===== src/core/pcs_defs.svh =====
`ifndef PCS_DEFS_SVH
`define PCS_DEFS_SVH
// Register byte addresses
`define PCS_ADDR_CTRL   12'h000
`define PCS_ADDR_STALL  12'h004
`define PCS_ADDR_EXC    12'h008
`define PCS_ADDR_SLEEP  12'h00C
`define PCS_ADDR_LSU    12'h010
`define PCS_ADDR_FOLD   12'h014
`define PCS_ADDR_PCSR   12'h018
// Control register fields (event enables at bits 0..4)
`define PCS_CTRL_ABSENT_BIT 31
`define PCS_NUM_CNT     5
`define PCS_CNT_W       8
`define PCS_CNT_RESET   8'h00
`define PCS_CTRL_RESET  5'h00
// Implementation options
`define PCS_HAS_PRF     1'b1
`define PCS_HAS_FOLD    1'b1
`define PCS_HAS_PCSR    1'b1
`define PCS_ABSENT_READ 32'h00000000
`endif


===== src/core/pcs_pkg.sv =====
package pcs_pkg;
  typedef enum logic [2:0] {
    PCS_IDLE   = 3'b001,
    PCS_ACCESS = 3'b010,
    PCS_DONE   = 3'b100
  } pcs_bus_st_t;

  typedef enum logic [2:0] {
    PCS_CNT_STALL = 3'h0,
    PCS_CNT_EXC   = 3'h1,
    PCS_CNT_SLEEP = 3'h2,
    PCS_CNT_LSU   = 3'h3,
    PCS_CNT_FOLD  = 3'h4
  } pcs_cnt_idx_t;
endpackage : pcs_pkg


===== src/core/pcs_apb.sv =====
`timescale 1ns/100ps
module pcs_apb (
  input  wire logic        clk_i,
  input  wire logic        rst_i,
  input  wire logic        psel_i,
  input  wire logic        penable_i,
  input  wire logic        pwrite_i,
  output logic             wr_o,
  output logic             rd_o,
  output logic             pready_o
);
  typedef struct packed {
    pcs_pkg::pcs_bus_st_t state;
  } pcs_apb_st_t;

  pcs_apb_st_t st;
  pcs_apb_st_t next_st;

  // Fixed one wait state: access is committed when ready goes high
  always_comb begin
    next_st = st;
    case (st.state)
      pcs_pkg::PCS_IDLE: begin
        if (psel_i && penable_i) begin
          next_st.state = pcs_pkg::PCS_ACCESS;
        end
      end
      pcs_pkg::PCS_ACCESS: begin
        next_st.state = pcs_pkg::PCS_DONE;
      end
      pcs_pkg::PCS_DONE: begin
        next_st.state = pcs_pkg::PCS_IDLE;
      end
      default: begin
        next_st.state = pcs_pkg::PCS_IDLE;
      end
    endcase
  end

  always_ff @(posedge clk_i or posedge rst_i) begin
    if (rst_i) begin
      st.state <= pcs_pkg::PCS_IDLE;
    end else begin
      st <= next_st;
    end
  end

  assign pready_o = (st.state == pcs_pkg::PCS_ACCESS);
  assign wr_o     = pready_o && pwrite_i;
  assign rd_o     = pready_o && !pwrite_i;
endmodule : pcs_apb


===== src/core/pcs_counter.sv =====
`timescale 1ns/100ps
`include "pcs_defs.svh"
module pcs_counter (
  input  wire logic       clk_i,
  input  wire logic       rst_i,
  input  wire logic       clear_i,
  input  wire logic       inc_i,
  input  wire logic       wr_i,
  input  wire logic [7:0] wdata_i,
  input  wire logic       evt_en_i,
  output logic      [7:0] count_o,
  output logic            ovf_o
);
  typedef struct packed {
    logic [7:0] cnt;
    logic       ovf;
  } pcs_cnt_st_t;

  pcs_cnt_st_t st;
  pcs_cnt_st_t next_st;

  always_comb begin
    next_st     = st;
    next_st.ovf = 1'b0;
    if (clear_i) begin
      next_st.cnt = `PCS_CNT_RESET;
    end else if (wr_i) begin
      next_st.cnt = wdata_i;
    end else if (inc_i) begin
      next_st.cnt = st.cnt + 8'h01;
      next_st.ovf = (st.cnt == 8'hFF) && evt_en_i;
    end
  end

  always_ff @(posedge clk_i or posedge rst_i) begin
    if (rst_i) begin
      st <= '0;
    end else begin
      st <= next_st;
    end
  end

  assign count_o = st.cnt;
  assign ovf_o   = st.ovf;

  a_cnt_wrap: assert property (@(posedge clk_i) disable iff (rst_i)
    (inc_i && !clear_i && !wr_i && st.cnt == 8'hFF) |=> st.cnt == 8'h00)
    else $error("counter did not wrap");
  a_cnt_clear: assert property (@(posedge clk_i) disable iff (rst_i)
    clear_i |=> st.cnt == 8'h00)
    else $error("counter not cleared");
  a_ovf_pulse: assert property (@(posedge clk_i) disable iff (rst_i)
    st.ovf |=> !st.ovf)
    else $error("overflow longer than one cycle");
  c_cnt_wrap: cover property (@(posedge clk_i) disable iff (rst_i) st.ovf);
endmodule : pcs_counter


===== src/core/pcs_top.sv =====
`timescale 1ns/100ps
`include "pcs_defs.svh"
module pcs_top (
  input  wire logic        clk_i,
  input  wire logic        rst_i,
  input  wire logic        psel_i,
  input  wire logic        penable_i,
  input  wire logic        pwrite_i,
  input  wire logic [11:0] paddr_i,
  input  wire logic [31:0] pwdata_i,
  output logic      [31:0] prdata_o,
  output logic             pready_o,
  output logic             pslverr_o,
  input  wire logic        multi_cycle_i,
  input  wire logic        fetch_stall_i,
  input  wire logic        lsu_extra_i,
  input  wire logic        exception_i,
  input  wire logic        sleeping_i,
  input  wire logic        folded_i,
  input  wire logic        retire_i,
  input  wire logic [31:0] retire_addr_i,
  output logic      [4:0]  overflow_evt_o
);
  typedef struct packed {
    logic [4:0]  evt_en;
    logic [31:0] pc_sample;
    logic [31:0] rdata;
    logic        ready;
    logic [4:0]  ovf;
  } pcs_top_st_t;

  pcs_top_st_t st;
  pcs_top_st_t next_st;

  logic        wr_commit;
  logic        rd_commit;
  logic        bus_ready;
  logic [4:0]  cnt_inc;
  logic [4:0]  cnt_clear;
  logic [4:0]  cnt_wr;
  logic [4:0]  cnt_ovf;
  logic [7:0]  cnt_val [0:4];
  logic        ctrl_wr;

  function automatic logic [2:0] addr_to_idx(input logic [11:0] a);
    case (a)
      `PCS_ADDR_STALL: addr_to_idx = 3'h0;
      `PCS_ADDR_EXC:   addr_to_idx = 3'h1;
      `PCS_ADDR_SLEEP: addr_to_idx = 3'h2;
      `PCS_ADDR_LSU:   addr_to_idx = 3'h3;
      `PCS_ADDR_FOLD:  addr_to_idx = 3'h4;
      default:         addr_to_idx = 3'h7;
    endcase
  endfunction : addr_to_idx

  pcs_apb u_apb (
    .clk_i     (clk_i),
    .rst_i     (rst_i),
    .psel_i    (psel_i),
    .penable_i (penable_i),
    .pwrite_i  (pwrite_i),
    .wr_o      (wr_commit),
    .rd_o      (rd_commit),
    .pready_o  (bus_ready)
  );

  assign ctrl_wr = wr_commit && (paddr_i == `PCS_ADDR_CTRL);

  assign cnt_inc[0] = (multi_cycle_i || fetch_stall_i) && !lsu_extra_i;
  assign cnt_inc[1] = exception_i;
  assign cnt_inc[2] = sleeping_i;
  assign cnt_inc[3] = lsu_extra_i;
  assign cnt_inc[4] = folded_i && `PCS_HAS_FOLD;

  genvar g;
  generate
    for (g = 0; g < `PCS_NUM_CNT; g++) begin : g_cnt
      assign cnt_clear[g] = ctrl_wr && pwdata_i[g] && !st.evt_en[g];
      assign cnt_wr[g] = wr_commit && `PCS_HAS_PRF
                         && (addr_to_idx(paddr_i) == 3'(g))
                         && ((g != 4) || `PCS_HAS_FOLD);
      pcs_counter u_cnt (
        .clk_i    (clk_i),
        .rst_i    (rst_i),
        .clear_i  (cnt_clear[g]),
        .inc_i    (cnt_inc[g] && `PCS_HAS_PRF),
        .wr_i     (cnt_wr[g]),
        .wdata_i  (pwdata_i[7:0]),
        .evt_en_i (st.evt_en[g]),
        .count_o  (cnt_val[g]),
        .ovf_o    (cnt_ovf[g])
      );
    end
  endgenerate

  always_comb begin
    next_st       = st;
    next_st.ready = bus_ready;
    next_st.ovf   = cnt_ovf;
    if (ctrl_wr) begin
      next_st.evt_en = pwdata_i[4:0];
    end
    if (retire_i && `PCS_HAS_PCSR) begin
      next_st.pc_sample = {retire_addr_i[31:1], 1'b0};
    end
    if (rd_commit) begin
      next_st.rdata = 32'h00000000;
      case (paddr_i)
        `PCS_ADDR_CTRL: begin
          next_st.rdata = {!`PCS_HAS_PRF, 26'h0000000, st.evt_en};
        end
        `PCS_ADDR_PCSR: begin
          next_st.rdata = `PCS_HAS_PCSR ? st.pc_sample : 32'h00000000;
        end
        default: begin
          if (addr_to_idx(paddr_i) != 3'h7) begin
            next_st.rdata = `PCS_HAS_PRF
              ? {24'h000000, cnt_val[addr_to_idx(paddr_i)]}
              : `PCS_ABSENT_READ;
            if (addr_to_idx(paddr_i) == 3'h4 && !`PCS_HAS_FOLD) begin
              next_st.rdata = 32'h00000000;
            end
          end
        end
      endcase
    end
  end

  always_ff @(posedge clk_i or posedge rst_i) begin
    if (rst_i) begin
      st <= '0;
    end else begin
      st <= next_st;
    end
  end

  // Data and ready are registered, so the answer lags commit by one cycle
  assign prdata_o       = st.rdata;
  assign pready_o       = st.ready;
  assign pslverr_o      = 1'b0;
  assign overflow_evt_o = st.ovf;

  a_stall_no_lsu: assert property (@(posedge clk_i) disable iff (rst_i)
    (lsu_extra_i && !cnt_clear[0] && !cnt_wr[0])
      |=> cnt_val[0] == $past(cnt_val[0]))
    else $error("stall counter counted a load/store cycle");
  a_exc_count: assert property (@(posedge clk_i) disable iff (rst_i)
    (exception_i && !cnt_clear[1] && !cnt_wr[1])
      |=> cnt_val[1] == $past(cnt_val[1]) + 8'h01)
    else $error("exception counter missed a cycle");
  a_sleep_count: assert property (@(posedge clk_i) disable iff (rst_i)
    (sleeping_i && !cnt_clear[2] && !cnt_wr[2])
      |=> cnt_val[2] == $past(cnt_val[2]) + 8'h01)
    else $error("sleep counter missed a cycle");
  a_lsu_count: assert property (@(posedge clk_i) disable iff (rst_i)
    (lsu_extra_i && !cnt_clear[3] && !cnt_wr[3])
      |=> cnt_val[3] == $past(cnt_val[3]) + 8'h01)
    else $error("load/store counter missed a cycle");
  a_fold_count: assert property (@(posedge clk_i) disable iff (rst_i)
    (folded_i && !cnt_clear[4] && !cnt_wr[4])
      |=> cnt_val[4] == $past(cnt_val[4]) + 8'h01)
    else $error("folded counter missed an instruction");
  a_pc_bit0: assert property (@(posedge clk_i) disable iff (rst_i)
    st.pc_sample[0] == 1'b0)
    else $error("sample bit 0 set");
  a_pc_sample: assert property (@(posedge clk_i) disable iff (rst_i)
    retire_i |=> st.pc_sample[31:1] == $past(retire_addr_i[31:1]))
    else $error("sample not taken");
  a_rsvd_zero: assert property (@(posedge clk_i) disable iff (rst_i)
    (rd_commit && addr_to_idx(paddr_i) != 3'h7)
      |=> prdata_o[31:8] == 24'h000000)
    else $error("reserved bits not zero");
  a_stall_count: assert property (@(posedge clk_i) disable iff (rst_i)
    (fetch_stall_i && !lsu_extra_i && !cnt_clear[0] && !cnt_wr[0])
      |=> cnt_val[0] == $past(cnt_val[0]) + 8'h01)
    else $error("stall counter missed a cycle");
  a_ovf_to_pin: assert property (@(posedge clk_i) disable iff (rst_i)
    (cnt_ovf != 5'h00) |=> overflow_evt_o == $past(cnt_ovf))
    else $error("overflow not forwarded");
  c_read: cover property (@(posedge clk_i) disable iff (rst_i) rd_commit);
  c_clear: cover property (@(posedge clk_i) disable iff (rst_i)
    cnt_clear != 5'h00);
  c_lsu_stall: cover property (@(posedge clk_i) disable iff (rst_i)
    lsu_extra_i && multi_cycle_i);
endmodule : pcs_top


===== config.mk =====
export PLATFORM = sky130hd
export DESIGN_NAME = pcs_top
export DESIGN_NICKNAME = d
export VERILOG_FILES = /design/src/core/pcs_pkg.sv /design/src/core/pcs_apb.sv /design/src/core/pcs_counter.sv /design/src/core/pcs_top.sv
export VERILOG_INCLUDE_DIRS = /design/src /design/src/core
export SDC_FILE = /design/constraint.sdc
export NUM_CORES = 1
export LEC_CHECK = 0
export BUFFER_PORTS_ARGS = -buffer_cell sky130_fd_sc_hd__buf_2
export CORE_ASPECT_RATIO = 0.7
export CORE_MARGIN = 2
export CORE_UTILIZATION = 40
export CTS_CLUSTER_DIAMETER = 150
export DETAILED_ROUTE_END_ITERATION = 7
export MAX_ROUTING_LAYER = met4
export PLACE_DENSITY = 0.75
export SLEW_MARGIN = 20
export SYNTH_ARGS = -nofsm -noshare
export SYNTH_HDL_FRONTEND = slang
export SYNTH_SLANG_ARGS = --single-unit

===== constraint.sdc =====
create_clock -name clk_i -period 3.9 [get_ports clk_i]
set_input_delay 0.39 -clock clk_i [delete_from_list [all_inputs] [get_ports clk_i]]
set_output_delay 0.39 -clock clk_i [all_outputs]
set_load 0.005 [all_outputs]

After elaboration in Yosys (flattened, before gate mapping)

Cells that the tools add are included.

Bits in registers: 122
Input port bits: 88
Word-level logic and storage cells: 121

$add $sub $neg: 5
Order comparisons: 1
Eq/ne operators: 19
Multiplexer cells: 38
Bitwise gates (word level): 1
Reductions and logical operators: 41

Operators with widths:

| cell                                                      | count |
|---|---|
| 2-to-1 mux 8 bit                                          | 13 |
| one-hot mux 32 bit (2 select lines)                       | 1 |
| 2-to-1 mux 9 bit                                          | 5 |
| adder 8 x 1 -> 8 bit (second input constant)              | 5 |
| == test 8 bit (second input constant)                     | 5 |
| == test 12 x 5 -> 1 bit (second input constant)           | 3 |
| logical AND 1 bit                                         | 25 |
| binary-select mux 8 bit (select 3 bit)                    | 1 |
| == test 12 x 4 -> 1 bit (second input constant)           | 2 |
| 2-to-1 mux 3 bit                                          | 6 |
| one-hot mux 3 bit (5 select lines)                        | 1 |
| nonzero test 3 bit                                        | 5 |
| == test 12 x 3 -> 1 bit (second input constant)           | 1 |
| logical NOT 12 bit                                        | 1 |
| 2-to-1 mux 1 bit                                          | 10 |
| == test 3 x 2 -> 1 bit (second input constant)            | 3 |
| logical NOT 1 bit                                         | 7 |
| == test 3 x 1 -> 1 bit (second input constant)            | 2 |
| one-hot mux 3 bit (2 select lines)                        | 1 |
| greater-or-equal comparator 4 bit (second input constant) | 1 |
| NOT 3 -> 4 bit                                            | 1 |
| == test 3 bit (second input constant)                     | 1 |
| logical NOT 3 bit                                         | 1 |
| inequality test 3 bit (second input constant)             | 1 |
| 3 further kinds                                           | 3 |

Depth between registers and ports, before layout

Gate-level depths: netlist (run 1).

Word-level depth: 14
Depth in mapped cells: 8

Hierarchy

A second synthesis (run 1) with hierarchy kept.

Cells, all modules: 627
Area total of the unflattened synthesis: 6307.3 um2

Modules (own cells, without submodules):

| module      | times used | cells an instance | area an instance (um2) | seq. area each (um2) |
|---|---|---|---|---|
| pcs_top     | 1          | 351               | 3734.8                 | 1851.8 |
| pcs_counter | 5          | 53                | 486.7                  | 225.2 |
| pcs_apb     | 1          | 11                | 138.9                  | 76.3 |

Worst setup path before layout (run 1)

Ideal clock, no wire load.

Path type: input to register
Start: input paddr_i[3]
End: register g_cnt[4].u_cnt.st (netlist bit g_cnt[4].u_cnt.count_o[7])
Data arrival time: 1.952 ns
Data required time: 3.820 ns
Slack: 1.868 ns
Stages on the path: 7
Path buffers: 3
Cells stage by stage: buf_2 or4b_4 buf_6 or3_1 buf_2 and3_1 nor3_2

Longest elaborated chain between the ends: 6

Ends and longest elaborated chain:

| what                                            | line              | source |
|---|---|---|
| from (decl)                                     | pcs_top.sv:9      | `input wire logic [11:0] paddr_i,` |
| == test 12 x 5 -> 1 bit (tied with other cells) | pcs_top.sv:46     | `case (a)` |
| one-hot mux 3 bit (5 select lines)              | pcs_top.sv:46     |  |
| == test 3 bit                                   | pcs_top.sv:80     | `&& (addr_to_idx(paddr_i) == 3'(g))` |
| logical AND 1 bit                               | pcs_top.sv:79     | `` assign cnt_wr[g] = wr_commit && `PCS_HAS_PRF `` |
| 2-to-1 mux 8 bit                                | pcs_counter.sv:27 | `end else if (wr_i) begin` |
| 2-to-1 mux 8 bit                                | pcs_counter.sv:25 | `if (clear_i) begin` |
| to (signal assigned)                            | pcs_counter.sv:39 | `st <= next_st;` |
| to (decl)                                       | pcs_counter.sv:19 | `pcs_cnt_st_t st;` |

Several ways; a longest one is shown, not always the timed one.
A chain may end at the register's enable or synchronous reset.

Worst setup path in the final report (run 1)

Start: register u_apb.st[2] in the netlist's numbering
End: register st (netlist bit prdata_o[0])

Longest elaborated chain between the ends: 2

Ends and longest elaborated chain:

| what                   | line           | source |
|---|---|---|
| from (decl)            | pcs_apb.sv:16  | `pcs_apb_st_t st;` |
| from (signal assigned) | pcs_apb.sv:44  | `st <= next_st;` |
| == test 3 x 2 -> 1 bit | pcs_apb.sv:48  | `assign pready_o = (st.state == pcs_pkg::PCS_ACCESS);` |
| named net bus_ready    | pcs_top.sv:37  | `logic bus_ready;` |
| logical AND 1 bit      | pcs_apb.sv:50  | `assign rd_o = pready_o && !pwrite_i;` |
| to (signal assigned)   | pcs_top.sv:133 | `st <= next_st;` |
| to (decl)              | pcs_top.sv:32  | `pcs_top_st_t st;` |

The timed path passes the listed nets, and every way through them passes these cells.

==> results of run 1 <==
[routing by layer]
| metal | global-route usage (%) | part of all wire (%) |
|---|---|---|
| met1 | 28.0 | 48 |
| met2 | 27.6 | 43 |
| met3 | 5.33 | 7.0 |
| met4 | 5.82 | 1.2 |
| met5 | - | 0 |
[per-stage QoR]
step	hold WS [ns]	setup WS, ns	util, %	area, µm²	power [mW]
final	0.102	1.45	46.9	7210	4.09
after global routing	0.180	1.28	46.9	7210	4.33
after CTS	0.202	1.45	46.9	7200	4.11
after detailed placement	0.335	1.11	43.3	6650	2.64
after global placement	0.335	1.20	43.3	6650	2.60
after floorplan	0.331	0.269	-	6220	2.39
[cell families after synthesis]
group / Yosys count / share of synthesized area (%)
flops: 122 / 49.1
buf+inv: 68 / 6.78
other cells: 1 / 0.0603
fa+ha+maj: 5 / 1.01
simple gates: 239 / 19.4
compound gates: 47 / 5.51
xor+xnor: 35 / 4.93
mux: 77 / 13.2
[critical path, stage by stage, from the launching register on]
cell and delay [ns]:
dfrtp_1 0.40, nor3b_2 0.45, nor2b_2 0.97, buf_4 0.36, nor2_1 0.06, a21oi_1 0.12
[power by group through the flow]
| stage | clock [mW] | combinational [mW] | sequential, mW |
|---|---|---|---|
| 5_1_grt | 1.54 | 0.920 | 1.86 |
| 3_3_place_gp | 0 | 0.776 | 1.83 |
| 4_1_cts | 1.48 | 0.814 | 1.82 |
| 2_1_floorplan | 0 | 0.664 | 1.73 |
| 6_report | 1.45 | 0.807 | 1.83 |
| 3_5_place_dp | 0 | 0.808 | 1.83 |
[sequential cells by signal (all words and copies together) (netlist names)]
register / cells
overflow_evt_o: 5
prdata_o: 32
pready_o: 1
g_cnt.u_cnt.count_o: 40
g_cnt.u_cnt.ovf_o: 5
u_apb.st: 3
st: 36
[cell usage in the layout (no fill, tap or decap), drive strengths merged, types with 4 or more instances in the layout]
cell type	synthesis	final
mux2i	37	37
buf	51	107
o21ai	7	7
nand2	70	70
nor2	69	69
inv	5	6
nor4	8	8
o22ai	4	4
or3	4	4
nand3	40	40
xor2	13	13
dfrtp	121	121
nand4	13	13
mux2	40	40
clkinv	0	6
ha	5	5
or4	5	5
xnor2	22	22
clkbuf	12	19
nor3b	7	7
nor3	9	9
a21oi	9	9
a221oi	6	6
[how the worst max path moves through the flow]
stage	start	to	cells past startpoint
after floorplan	rst_i	g_cnt[0].u_cnt.count_o[0]	1
after global placement	paddr_i[9]	g_cnt[4].u_cnt.count_o[6]	6
after detailed placement	paddr_i[9]	g_cnt[2].u_cnt.count_o[2]	6
after CTS	u_apb.st[2]	prdata_o[0]	5
after global routing	paddr_i[9]	g_cnt[2].u_cnt.count_o[2]	6
final	u_apb.st[2]	prdata_o[0]	5
[cell usage after synthesis, types with 7 or more instances]
cell / number / area [µm²]
a21oi_1: 9 / 45.0
nand3_1: 38 / 190
clkbuf_1: 12 / 45.0
mux2_2: 40 / 450
mux2i_1: 37 / 370
buf_2: 7 / 35.0
buf_4: 40 / 300
nor3_1: 7 / 35.0
nor2_1: 68 / 255
xnor2_1: 22 / 193
xor2_1: 13 / 114
nand4_1: 12 / 75.1
dfrtp_1: 121 / 3030
o21ai_0: 7 / 35.0
nand2_1: 70 / 263
[layout make-up]
class,count,share of cell area (%)
Clock inverter,11,1.37
Inverter,5,0.330
Clock buffer,19,6.29
Timing Repair Buffer,107,7.85
Tap cell,200,3.47
Sequential cell,122,42.4
Multi-Input combinational cell,404,38.3
==> results.ini, run 1 <==
[status]
status = completed

[power]
ir_drop_uv = 252
leakage_nw = 3.44
netSwitchingPower_mw = 1.26
internal_power_mw = 2.83
power_density_mw_per_mm2 = 568
switching_share_pct = 30.9
comb_power_share_pct = 19.7
seqPwrFrac_pct = 44.8
pwr-share-clk_pct = 35.5

[synthesis]
synth_ff_type = dfrtp_1
synthArstFlopShare_pct = 100
synth_warnings = 0
synth-seq-cells = 122
syn_inst = 594
yosysSeqAreaShare_pct = 49.1
syn_nets = 687
postSynthAreaPerCell_um2 = 10.5
synth_edf_count = 0
synth_cell_types = 57
synth_area_mm2 = 0.00622

[placed_design]
place_inst = 838
place_congestion = 0.890
port_buffers = 100
place_hpwl_mm = 10.7

[floorplanning]
initial_core_util_pct = 40.5
core-area_mm2 = 0.0154
io_pins = 127
die-area_mm2 = 0.0166
die_w_um = 153
die_h_um = 108
fp-row-count = 38

[timing]
tns_ns = 0
post-route-period-util_pct = 62.8
setup_viol = 0
fin_crit_ns = 2.45
rsz0062_at_grt = no
final_max_slew_viol_count = 0
worst_pin_slew_ns = 1.10
clock_skew_ns = 0.00797
worst_slew_margin_rel_pct = 26.4
timing.fmax_mhz = 408
hold_viol = 0

[setup_path]
arrival_ns = 2.77
crit_fanout = 22
startpoint_type = register
rr_startpoint = u_apb.st[2]
r2r-end = prdata_o[0]
endpoint_kind = register
critical_path_required_ns = 4.22
reg2regPathDepth = 5
worst-setup-path-type = reg2reg
r2r_slack_ns = 1.45

[clock_tree]
clk_pin_slew_ns = 0.05
htree_levels = 4
cts_root_buf = clkbuf_16
clock-sinks = 122
cts_tree = done
cts.hold.buffers_added = 0
worstSkewPairLatency_ns = 0.40
cts_buffers = 17
cts-resized-gates = 0
clockBufferDepth = 2
cts_setup_buffers = 0

[drt]
drtIter0Drc = 374
finalWirelength_mm = 15.3
drc_errors = 0
routedWlPerCell_um = 17.6
antenna_left = 0
routed_via_density = 5.36
drt_first_pass_iters = 5
num_vias = 4651

[finish]
layoutNonFillerInstCount = 868
fillCellCount = 1448
syn_to_final_growth_pct = 15.9
fin_nets = 750
multi_input_area_mm2 = 0.00276
seqCellArea_mm2 = 0.00305
antenna_cells = 0
drive_gt1_share_pct = 29.9

[global_route]
grt_max_degree = 79
globalRouteOverflowTotal = 0
grt_usage_pct = 19.7
grt_pass1_wl_mm = 24.4
antenna_found_initial = 0
first_global_vias = 4409

[hold_path]
hold_path.class = in2async

[flow_run]
cap_violations = 0

(Power assumes the default switching activity.)
==> run 2: changes to the inputs <==
Settings changed: ABC_AREA from default to 1, PLACE_DENSITY 0.75 to 0.74.
Clock period 3.9 ns to 2 ns, I/O delays scaled along.
==> run 2 against run 1 <==
Net effect:
- area after synthesis up 6.3%
- combinational power is 38% higher
- total power grew 77%
- sequential share of layout area fell by 4.1 points
- fmax rose by 32%
- synthesized cell count up 36%
- count of clock-buffer cells in the layout fell by 1
- largest cell class unchanged
- largest power group is now clock
- highest routed layer unchanged
==> results.ini, run 2 <==
[drt]
routedWlPerCell_um = 15.1  ; was 17.6 µm
drc_errors = 0  ; unchanged
num_vias = 5842  ; was 4651
finalWirelength_mm = 17.3  ; was 15.3 mm
drt_first_pass_iters = 8  ; was 5
drtIter0Drc = 649  ; was 374
antenna_left = 0  ; unchanged
routed_via_density = 5.12  ; was 5.36

[setup_path]
endpoint_kind = register  ; unchanged
rr_startpoint = u_apb.st[2]  ; unchanged
worst_setup_path_startpoint = u_apb.st[2]  ; unchanged
arrival_ns = 2.14  ; was 2.77 ns
r2r_slack_ns = 0.14  ; was 1.45 ns
critical_path_required_ns = 2.28  ; was 4.22 ns
r2r-end = g_cnt[4].u_cnt.count_o[5]  ; was prdata_o[0]
cp_cell_sequence = nor3_4 > nand2_4 > inv_6 > nand4_1 > nand3_2 > o22ai_1  ; was nor3b_2 > nor2b_2 > buf_4 > nor2_1 > a21oi_1
startpoint_type = register  ; unchanged
crit_fanout = 8  ; was 22
max_stage_delay_ns = 0.41  ; was 0.97 ns
cp-endpoint = g_cnt[4].u_cnt.count_o[5]  ; was prdata_o[0]
slowest_stage = dfrtp_1  ; was nor2b_2
reg2regPathDepth = 6  ; was 5
worst-setup-path-type = reg2reg  ; unchanged

[hold_path]
min_from = retire_addr_i[21]
hold_path.class = in2reg  ; was in2async

[power]
seqPwrFrac_pct = 41.8  ; was 44.8%
power_density_mw_per_mm2 = 908  ; was 568 mW/mm²
internal_power_mw = 5.11  ; was 2.83 mW
ir_drop_uv = 542  ; was 252 µV
netSwitchingPower_mw = 2.12  ; was 1.26 mW
comb_power_share_pct = 15.3  ; was 19.7%
pwr-share-clk_pct = 42.9  ; was 35.5%
leakage_nw = 4.04  ; was 3.44 nW
switching_share_pct = 29.3  ; was 30.9%

[synthesis]
yosys-top-cells-count = nand2_1, dfrtp_1, inv_1  ; was dfrtp_1, nand2_1, nor2_1
synth_top_cell_by_area = dfrtp_1  ; unchanged
synth_edf_count = 0  ; unchanged
ys_top_cells_by_area = dfrtp_1, nand2_1, o21ai_0  ; was dfrtp_1, mux2_2, mux2i_1
synth-seq-cells = 122  ; unchanged
postSynthAreaPerCell_um2 = 8.18  ; was 10.5 µm²
synth_top_area_share_pct = 45.8  ; was 48.7%
synth_warnings = 0  ; unchanged
synthArstFlopShare_pct = 100  ; unchanged
synth_cell_types = 39  ; was 57
yosysMostFrequentCell = nand2_1  ; was dfrtp_1
syn_inst = 808  ; was 594
yosysSeqAreaShare_pct = 46.2  ; was 49.1%
syn_nets = 901  ; was 687
synth_area_mm2 = 0.00661  ; was 0.00622 mm²
synth_ff_type = dfrtp_1  ; unchanged

[finish]
fin_util_pct = 49.0  ; was 46.9%
drive_gt1_share_pct = 21.8  ; was 29.9%
layoutNonFillerInstCount = 1142  ; was 868
fin_nets = 996  ; was 750
largest_reg_flops = 40  ; unchanged
final_common_cell = nand2_1  ; was dfrtp_1
design_area_mm2 = 0.00797  ; was 0.00721 mm²
syn_to_final_growth_pct = 20.6  ; was 15.9%
layout_common_cells = nand2_1, dfrtp_1, inv_1, o21ai_0, buf_2  ; was dfrtp_1, buf_2, nand2_1, nor2_1, mux2_2

[timing]
worst_pin_slew_ns = 0.569  ; was 1.10 ns
timing.fmax_mhz = 537  ; was 408 MHz
clock_skew_ns = 0.00954  ; was 0.00797 ns
final_max_slew_viol_count = 0  ; unchanged
post-route-period-util_pct = 93.0  ; was 62.8%
worst_slew_margin_rel_pct = 62.0  ; was 26.4%
rsz0062_at_grt = no  ; unchanged
setup_viol = 0  ; unchanged
tns_ns = 0  ; unchanged
fin_crit_ns = 1.86  ; was 2.45 ns
hold_viol = 0  ; unchanged

[clock_tree]
cts_buffers = 17  ; unchanged
worstSkewPairLatency_ns = 0.42  ; was 0.40 ns
clk_pin_slew_ns = 0.06  ; was 0.05 ns
cts_setup_buffers = 0  ; unchanged
cts_tree = done  ; unchanged
clockBufferDepth = 2  ; unchanged
htree_levels = 4  ; unchanged
clock-sinks = 122  ; unchanged
cts_root_buf = clkbuf_16  ; unchanged

[global_route]
grt_max_degree = 63  ; was 79
grt_usage_pct = 21.3  ; was 19.7%
antenna_found_initial = 1  ; was 0
first_global_vias = 5516  ; was 4409
globalRouteOverflowTotal = 0  ; unchanged
grt_pass1_wl_mm = 28.4  ; was 24.4 mm

[floorplanning]
die_w_um = 158  ; was 153 µm
die-area_mm2 = 0.0176  ; was 0.0166 mm²
io_pins = 127  ; unchanged
initial_core_util_pct = 40.7  ; was 40.5%
die_h_um = 112  ; was 108 µm
fp-row-count = 39  ; was 38
core-area_mm2 = 0.0162  ; was 0.0154 mm²

[status]
status = completed  ; unchanged

[placed_design]
dpl_cell_area_mm2 = 0.00719  ; was 0.00665 mm²
place_inst = 1092  ; was 838
place_congestion = 0.941  ; was 0.890
place_hpwl_mm = 12.4  ; was 10.7 mm
port_buffers = 100  ; unchanged

[flow_run]
cap_violations = 0  ; unchanged

[run 2: changes by cell type in the layout (fill, tap and decap cells not counted), moves of 17 or more]
cell,previous run,this run
dlygate4sd3_1,0,17
mux2_2,40,0
xnor2_1,22,0
o31ai_1,3,32
o22ai_1,4,48
mux2i_1,37,0
o21ai_0,7,104
nor2_1,68,40
nand2_1,70,145
inv_1,4,117
[run 2: metal layers]
metal | vias up | global-route usage (%) | part of all wire, % | wire length, µm
li1 | 2853 | - | - | -
met1 | 2721 | 30.1 | 46 | 7930
met2 | 248 | 30.3 | 44 | 7620
met3 | 20 | 5.22 | 8.5 | 1460
met4 | 0 | 5.82 | 1.4 | 239
met5 | - | - | 0 | 0
[run 2: what timing repair did]
| item | in CTS | in global routing |
|---|---|---|
| hold buffers | 17 | 0 |
| gates resized for setup | 0 | 1 |
| hold endpoints to repair | 32 | 0 |
| endpoints found under the setup margin | 0 | 1 |
[run 2: worst min path at each step]
stage	end	slack [ns]	depth (start not counted)
2_1_floorplan	st[69]	0.32	2
3_3_place_gp	prdata_o[15]	0.29	2
3_5_place_dp	u_apb.st[2]	0.28	2
4_1_cts	st[53]	0.001	3
5_1_grt	st[39]	0.005	3
6_report	st[59]	0.005	3
[run 2: kinds of logic after synthesis]
logic type,synth area share [%]
simple gates,21.4
compound gates,17.6
fa+ha+maj,0.947
other cells,0.0568
buf+inv,13.3
flops,46.2
xor+xnor,0.398
[run 2: final cells by class]
class / count / area (µm²)
Sequential cell: 122 / 3050
Inverter: 126 / 484
Clock buffer: 18 / 439
Fill cell: 1536 / 8280
Tap cell: 225 / 282
Antenna cell: 1 / 2.50
Timing Repair Buffer: 137 / 871
Multi-Input combinational cell: 499 / 2680
Clock inverter: 14 / 161
[run 2: worst max-delay path, delay by kind of cell, from the launching register on]
family,cells,cell delay [ns]
compound gates,1,0.13
buf+inv,1,0.14
flops,1,0.41
simple gates,4,1.05
[run 2: per-stage QoR]
step	total power [mW]	setup slack, ns	hold slack, ns
after detailed placement	4.12	0.180	0.283
after global routing	7.60	0.0278	0.00523
after CTS	7.25	0.165	0.00114
final	7.24	0.139	0.00457
after floorplan	3.78	0.303	0.317
after global placement	4.08	0.219	0.286
[run 2: power groups by stage]
stage,Clock (mW),Combinational (mW),Sequential (mW)
after global routing,3.26,1.27,3.06
after floorplan,0,0.806,2.97
final,3.11,1.11,3.02
after global placement,0,1.04,3.04
after CTS,3.13,1.10,3.01
after detailed placement,0,1.07,3.05
